`config.mk`:
```
export PLATFORM = sky130hd
export DESIGN_NAME = serial_config_write_receiver
export DESIGN_NICKNAME = d
export VERILOG_FILES = /design/src/serial_config_pkg.sv /design/src/serial_config_write_receiver.sv
export SDC_FILE = /design/constraint.sdc
export NUM_CORES = 1
export LEC_CHECK = 0
export BUFFER_PORTS_ARGS = -buffer_cell sky130_fd_sc_hd__buf_2
export CORE_UTILIZATION = 55
export DETAILED_ROUTE_END_ITERATION = 10
export GPL_TIMING_DRIVEN = 1
export HOLD_SLACK_MARGIN = 0.03
export PLACE_DENSITY = 0.78
export SYNTH_ARGS = -nofsm -noshare
export SYNTH_HDL_FRONTEND = slang
export SYNTH_SLANG_ARGS = --single-unit
```
`constraint.sdc`:
```
create_clock -name clk_in -period 2.05 [get_ports clk_in]
set_input_delay 0.205 -clock clk_in [delete_from_list [all_inputs] [get_ports clk_in]]
set_output_delay 0.205 -clock clk_in [all_outputs]
set_load 0.005 [all_outputs]
```
`src/serial_config_pkg.sv`:
```
package serial_config_pkg;

    // own bus address, seven address bits plus write bit of zero
    localparam logic [7:0] OWN_ADDRESS = 8'hD2;
    localparam int NUM_DATA_BYTES = 8;
    // byte positions counted from zero: address, command, count, data
    localparam logic [3:0] POS_ADDRESS = 4'h0;
    localparam logic [3:0] POS_COMMAND = 4'h1;
    localparam logic [3:0] POS_COUNT = 4'h2;
    localparam logic [3:0] POS_FIRST_DATA = 4'h3;
    localparam logic [3:0] POS_LAST_DATA = 4'hA;
    localparam logic [2:0] BIT_MSB = 3'h7;
    // power-up defaults of the eight data bytes
    localparam logic [7:0] DEFAULT_BYTE0 = 8'h00;
    localparam logic [7:0] DEFAULT_BYTE1 = 8'h00;
    localparam logic [7:0] DEFAULT_BYTE2 = 8'h00;
    localparam logic [7:0] DEFAULT_BYTE3 = 8'h00;
    localparam logic [7:0] DEFAULT_BYTE4 = 8'h60;
    localparam logic [7:0] DEFAULT_BYTE5 = 8'h70;
    localparam logic [7:0] DEFAULT_BYTE6 = 8'h00;
    localparam logic [7:0] DEFAULT_BYTE7 = 8'h00;

    typedef struct packed {
        logic [7:0] byte7;
        logic [7:0] byte6;
        logic [7:0] byte5;
        logic [7:0] byte4;
        logic [7:0] byte3;
        logic [7:0] byte2;
        logic [7:0] byte1;
        logic [7:0] byte0;
    } config_bytes_t;

    localparam config_bytes_t CONFIG_DEFAULT = '{
        DEFAULT_BYTE7, DEFAULT_BYTE6, DEFAULT_BYTE5, DEFAULT_BYTE4,
        DEFAULT_BYTE3, DEFAULT_BYTE2, DEFAULT_BYTE1, DEFAULT_BYTE0
    };

endpackage : serial_config_pkg

```
`src/serial_config_write_receiver.sv`:
```
`timescale 1ns/1ps
module serial_config_write_receiver (
    // clock and reset
    input wire logic clk_in,
    input wire logic rst_b_in,
    // serial pins
    input wire logic serial_clock_pin_in,
    input wire logic serial_data_pin_in,
    output logic serial_data_pin_out,
    output logic serial_data_pin_oe_out,
    // configuration to the device
    output serial_config_pkg::config_bytes_t config_out,
    output logic config_update_out
);

    typedef enum {
        ST_IDLE,
        ST_BITS,
        ST_ACK,
        ST_IGNORE
    } state_t;

    state_t state;
    state_t next_state;
    logic scl_prev;
    logic next_scl_prev;
    logic sda_prev;
    logic next_sda_prev;
    logic [7:0] shift;
    logic [7:0] next_shift;
    logic [2:0] bit_cnt;
    logic [2:0] next_bit_cnt;
    logic [3:0] pos;
    logic [3:0] next_pos;
    logic ack_drive;
    logic next_ack_drive;
    logic ack_seen_low;
    logic next_ack_seen_low;
    serial_config_pkg::config_bytes_t cfg;
    serial_config_pkg::config_bytes_t next_cfg;
    logic update;
    logic next_update;

    logic scl_rise;
    logic scl_fall;
    logic start_cond;
    logic stop_cond;
    logic [7:0] full_byte;
    logic [serial_config_pkg::NUM_DATA_BYTES-1:0] byte_load;

    assign scl_rise = serial_clock_pin_in && !scl_prev;
    assign scl_fall = !serial_clock_pin_in && scl_prev;
    assign start_cond = serial_clock_pin_in && scl_prev && sda_prev && !serial_data_pin_in;
    assign stop_cond = serial_clock_pin_in && scl_prev && !sda_prev && serial_data_pin_in;
    // byte as it stands once the eighth bit arrives
    assign full_byte = {shift[6:0], serial_data_pin_in};

    // one load strobe per configuration byte
    for (genvar j = 0; j < serial_config_pkg::NUM_DATA_BYTES; j++)
    begin : g_byte_load
        assign byte_load[j] = (pos == serial_config_pkg::POS_FIRST_DATA + 4'(j));
    end

    // bus line history, idle high so no false condition after reset
    always_comb
    begin
        next_scl_prev = serial_clock_pin_in;
        next_sda_prev = serial_data_pin_in;
    end

    always_ff @(posedge clk_in)
    begin
        if (!rst_b_in)
        begin
            scl_prev <= 1'b1;
            sda_prev <= 1'b1;
        end
        else
        begin
            scl_prev <= next_scl_prev;
            sda_prev <= next_sda_prev;
        end
    end

    always_comb
    begin
        next_state = state;
        next_shift = shift;
        next_bit_cnt = bit_cnt;
        next_pos = pos;
        next_ack_drive = ack_drive;
        next_ack_seen_low = ack_seen_low;
        next_cfg = cfg;
        next_update = 1'b0;
        if (start_cond)
        begin
            next_state = ST_BITS;
            next_bit_cnt = serial_config_pkg::BIT_MSB;
            next_pos = serial_config_pkg::POS_ADDRESS;
            next_ack_drive = 1'b0;
        end
        else if (stop_cond)
        begin
            next_state = ST_IDLE;
            next_ack_drive = 1'b0;
        end
        else
        begin
            case (state)
                ST_IDLE:
                begin
                    next_ack_drive = 1'b0;
                end
                ST_BITS:
                begin
                    if (scl_rise)
                    begin
                        next_shift = full_byte;
                        if (bit_cnt == 3'h0)
                        begin
                            next_bit_cnt = serial_config_pkg::BIT_MSB;
                            next_ack_seen_low = 1'b0;
                            next_state = ST_ACK;
                            if (pos == serial_config_pkg::POS_ADDRESS
                                && full_byte != serial_config_pkg::OWN_ADDRESS)
                            begin
                                next_state = ST_IGNORE;
                            end
                            else
                            begin
                                for (int j = 0; j < serial_config_pkg::NUM_DATA_BYTES; j++)
                                begin
                                    if (byte_load[j])
                                    begin
                                        next_cfg[j * 8 +: 8] = full_byte;
                                        next_update = 1'b1;
                                    end
                                end
                            end
                            // command and count positions fall through, value unused
                        end
                        else
                        begin
                            next_bit_cnt = bit_cnt - 3'h1;
                        end
                    end
                end
                ST_ACK:
                begin
                    // pull data low from the fall after bit 0 to the fall after the ack
                    if (scl_fall)
                    begin
                        if (!ack_seen_low)
                        begin
                            next_ack_drive = 1'b1;
                            next_ack_seen_low = 1'b1;
                        end
                        else
                        begin
                            next_ack_drive = 1'b0;
                            if (pos == serial_config_pkg::POS_LAST_DATA)
                            begin
                                next_state = ST_IGNORE;
                            end
                            else
                            begin
                                next_pos = pos + 4'h1;
                                next_state = ST_BITS;
                            end
                        end
                    end
                end
                ST_IGNORE:
                begin
                    next_ack_drive = 1'b0;
                end
                default:
                begin
                    next_state = ST_IDLE;
                end
            endcase
        end
    end

    always_ff @(posedge clk_in)
    begin
        if (!rst_b_in)
        begin
            state <= ST_IDLE;
            shift <= 8'h00;
            bit_cnt <= serial_config_pkg::BIT_MSB;
            pos <= serial_config_pkg::POS_ADDRESS;
            ack_drive <= 1'b0;
            ack_seen_low <= 1'b0;
            cfg <= serial_config_pkg::CONFIG_DEFAULT;
            update <= 1'b0;
        end
        else
        begin
            state <= next_state;
            shift <= next_shift;
            bit_cnt <= next_bit_cnt;
            pos <= next_pos;
            ack_drive <= next_ack_drive;
            ack_seen_low <= next_ack_seen_low;
            cfg <= next_cfg;
            update <= next_update;
        end
    end

    // open drain: only ever pulls low, no read data path
    assign serial_data_pin_out = 1'b0;
    assign serial_data_pin_oe_out = ack_drive;
    assign config_out = cfg;
    assign config_update_out = update;

endmodule : serial_config_write_receiver

```
==> run summary <==
Root Buffer = sky130_fd_sc_hd__clkbuf_8
met1 global-route usage = 30.2%
Peak VDD IR = 0.546 mV
maximum clock skew at final layout = 9.42 ps
synthesized netlist net count = 405
TritonCTS clock tree = built
max-capacitance violation count = 0
sum of net half-perimeters after detailed placement = 5500 microns
weighted congestion reported at the end of routability-driven placement = 0.798
count of distinct cell types in the synthesized netlist = 46
Critical Path Start Type = flop
Max stage delay on crit path = 370 ps
ranking of synthesized cells by area = sky130_fd_sc_hd__dfxtp_1 47%, sky130_fd_sc_hd__mux2i_1 9.3%, sky130_fd_sc_hd__a21boi_0 6.6%, sky130_fd_sc_hd__nand2_1 6.0%, sky130_fd_sc_hd__nor2b_1 5.7%
worst rel slew slack = 58.1%
clock latency reported for the late side of the worst-skew pair = 350 ps
class of the most critical setup path = flop to flop
slowest CP cell = sky130_fd_sc_hd__ha_1
WP data arrival = 2170 ps
setup repair after global routing missed its margin = false
Cell Area, Synth = 3640 sq um
share of flip-flops with an asynchronous set or reset = 0%
final hold viol count = 0
yosys synthesis warning count = 0
growth of design area from synthesis to finish = 17.4%
Hold Worst Slack = 179 ps
total via count after detailed routing = 2,930
reported leakage power = 1.90 nW
WL/cell = 14.9 microns
Clock power frac = 36.7%
commonest register cell after synthesis = sky130_fd_sc_hd__dfxtp_1
switching fraction of total power = 24.6%
met2 Use GR = 40.2%
top achievable clock speed = 519 MHz
number of antenna-violating nets in the routed design = 0
required arrival time at the worst endpoint = 2290 ps
Die Span Y = 83.4 microns
starting density of the core = 57.0%
total negative setup slack = 0 ps
FILL cells = 524
final critical-path required period = 1930 ps
worst min-delay path class = primary input to flop
remaining global-route overflow = 0
CTS H-Tree Depth = 3
clock sinks = 85
cts bufs inserted = 9
drt first pass iters = 4
routing layer with the top usage in global route = met2
floorplan die area = 6950 sq um
#FFs+latches synth = 85
dominant delay contributor by cell family on the critical path = compound AO/OA/AOI/OAI gates
violation count after the first detailed-routing iteration = 143
Syn Inst Count = 393
vias in the first global route = 2,856
ratio of total power to cell area = 743 nW/um^2
critical-path maximum fanout = 5
part of the Yosys area used for sequential elements = 46.7%
transition time of the tightest slew-check pin = 627 ps
share of final-layout standard cells stronger than drive strength 1 = 23.5%
footprint of the flip-flops and latches = 1700 sq um
post-detailed-routing wire length = 8080 microns
detailed-route DRC error count = 0
critical path buffer and inverter count = 1
EDFF count, synth = 0
Core ar. = 6390 sq um
# nets final = 471
cells along the critical path = inv_1 > ha_1 > nor4_2 > o22ai_1 > a221o_1 > and3_1
hold bufs inserted after CTS = 0
Port-buffer cells = 69
Clock Path Buffers = 2
count of standard-cell rows = 29
internal power consumption = 2.40 mW
post-CTS clock slew at the launch and capture registers of the worst setup and hold paths = 70 ps
crit end category = flop
run status = completed
Post-Synthesis Mean Instance Area = 9.27 sq um
share of total power in combinational logic = 10.1%
via-per-instance ratio = 5.42
number of diodes = 0
net switching power = 0.781 mW
total setup violations reported at the end of the flow = 0
number of max-slew violations in the final report = 0
footprint of the multi-input gates = 1770 sq um
Final Cycle Share = 94.1%
global-route track usage on met3 = 5.07%
maximum number of pins on one net before global-route repair = 61
overall routing resource usage = 24.2%
sequential fraction of design power = 53.1%
width of the die = 83.4 microns
antenna violations before repair = 0
cell type with the largest total area after synthesis = sky130_fd_sc_hd__dfxtp_1
number of I/O pins = 71
share of the synthesized area in the top cell type = 46.7%
global-route wire length before repair = 13,400 microns
## cell type report
cell class / instances / area share [%]
clock buffer: 11 / 3.31
sequential: 85 / 39.8
clock inverter: 5 / 1.17
tap: 77 / 2.25
multi-input combinational: 270 / 41.5
timing repair buffer: 83 / 11.1
inverter: 10 / 0.878
## per-stage QoR
step           util (%)  power [mW]  area [sq um]  std cells  setup slack [ps]
2_1_floorplan         -        1.97          3640        393               303
3_3_place_gp       63.9        2.03          4080        525               205
3_5_place_dp       63.9        2.04          4080        525               138
4_1_cts            66.9        3.18          4270        541               133
5_1_grt            66.9        3.30          4280        541              29.7
6_report           66.9        3.18          4280        541               121
## synthesized netlist by cell type, types with 2 or more instances
cell / n
sky130_fd_sc_hd__xor2_1: 3
sky130_fd_sc_hd__nand3_1: 38
sky130_fd_sc_hd__ha_1: 8
sky130_fd_sc_hd__nand2b_1: 5
sky130_fd_sc_hd__clkbuf_1: 22
sky130_fd_sc_hd__and3_1: 3
sky130_fd_sc_hd__o21ai_0: 4
sky130_fd_sc_hd__nor2b_1: 33
sky130_fd_sc_hd__mux2i_1: 34
sky130_fd_sc_hd__buf_6: 3
sky130_fd_sc_hd__nand2_1: 58
sky130_fd_sc_hd__inv_1: 10
sky130_fd_sc_hd__xnor2_1: 2
sky130_fd_sc_hd__or3_1: 2
sky130_fd_sc_hd__dfxtp_1: 85
sky130_fd_sc_hd__nor2_1: 13
sky130_fd_sc_hd__a21oi_1: 3
sky130_fd_sc_hd__a21boi_1: 6
sky130_fd_sc_hd__nor3_1: 2
sky130_fd_sc_hd__nand3_2: 2
sky130_fd_sc_hd__a21boi_0: 32
## worst paths after layout
check                      startpoint            end  slack, ps  cells past startpoint
setup / recovery             state[0]       state[0]        120                      6
hold / removal    serial_clock_pin_in       scl_prev        180                      2
setup reg to reg             state[0]       state[0]        120                      6
hold reg to reg         config_out[8]  config_out[8]        460                      2
## routing by layer
metal	part of all wire, %	vias to the layer above
li1	-	1450
met4	1.8	0
met3	5.6	13
met5	0	-
met1	45	1398
met2	48	69
## power groups by stage
stage	registers (mW)	clock network (mW)	logic [mW]
4_1_cts	1.69	1.18	0.318
3_3_place_gp	1.73	0	0.307
6_report	1.69	1.17	0.322
2_1_floorplan	1.72	0	0.247
3_5_place_dp	1.73	0	0.316
5_1_grt	1.69	1.25	0.356
## cell usage in the layout (no fill, tap or decap), drive strengths merged
cell type and n:
dfxtp 85, xor2 3, mux2i 34, or3 2, or2 1, nand2b 5
nor2 15, and3 3, clkinv 4, nand4b 1, nand3b 2, a221o 1
nand3 40, nand2 58, o311a 1, a21boi 38, nor2b 33, bufinv 1
ha 8, xnor2 2, nor3 2, nor4 2, a21oi 3, conb 1
o22ai 1, and3b 1, inv 10, clkbuf 11, a2111o 1, o21ai 6
o31ai 1, nand4 2, buf 83, or4b 1, a211oi 1, nor4b 1
## cells by family after synthesis
logic type                 synth area share, %
DFF                                       46.7
xor gates and xnor gates                  1.20
buffers and inverters                     4.67
and+or+nand+nor                           24.6
other                                    0.103
adders and majority gates                 2.75
muxes                                     9.34
AOI/OAI and AO/OA                         10.6
## repair_timing
action / in CTS / in global routing
resized for setup: 0 / 1
endpoints found under the setup margin: 0 / 18
buffers inserted: 0 / 0
endpoints found under the hold margin: 0 / 0
## registers in the layout, summed over array words and instances, names as in the netlist
register / count
shift: 7
scl_prev: 1
sda_prev: 1
pos: 4
serial_data_pin_oe_out: 1
config_update_out: 1
bit_cnt: 3
config_out: 64
state: 2
ack_seen_low: 1
No activity file was read; power rests on OpenSTA's default activity.
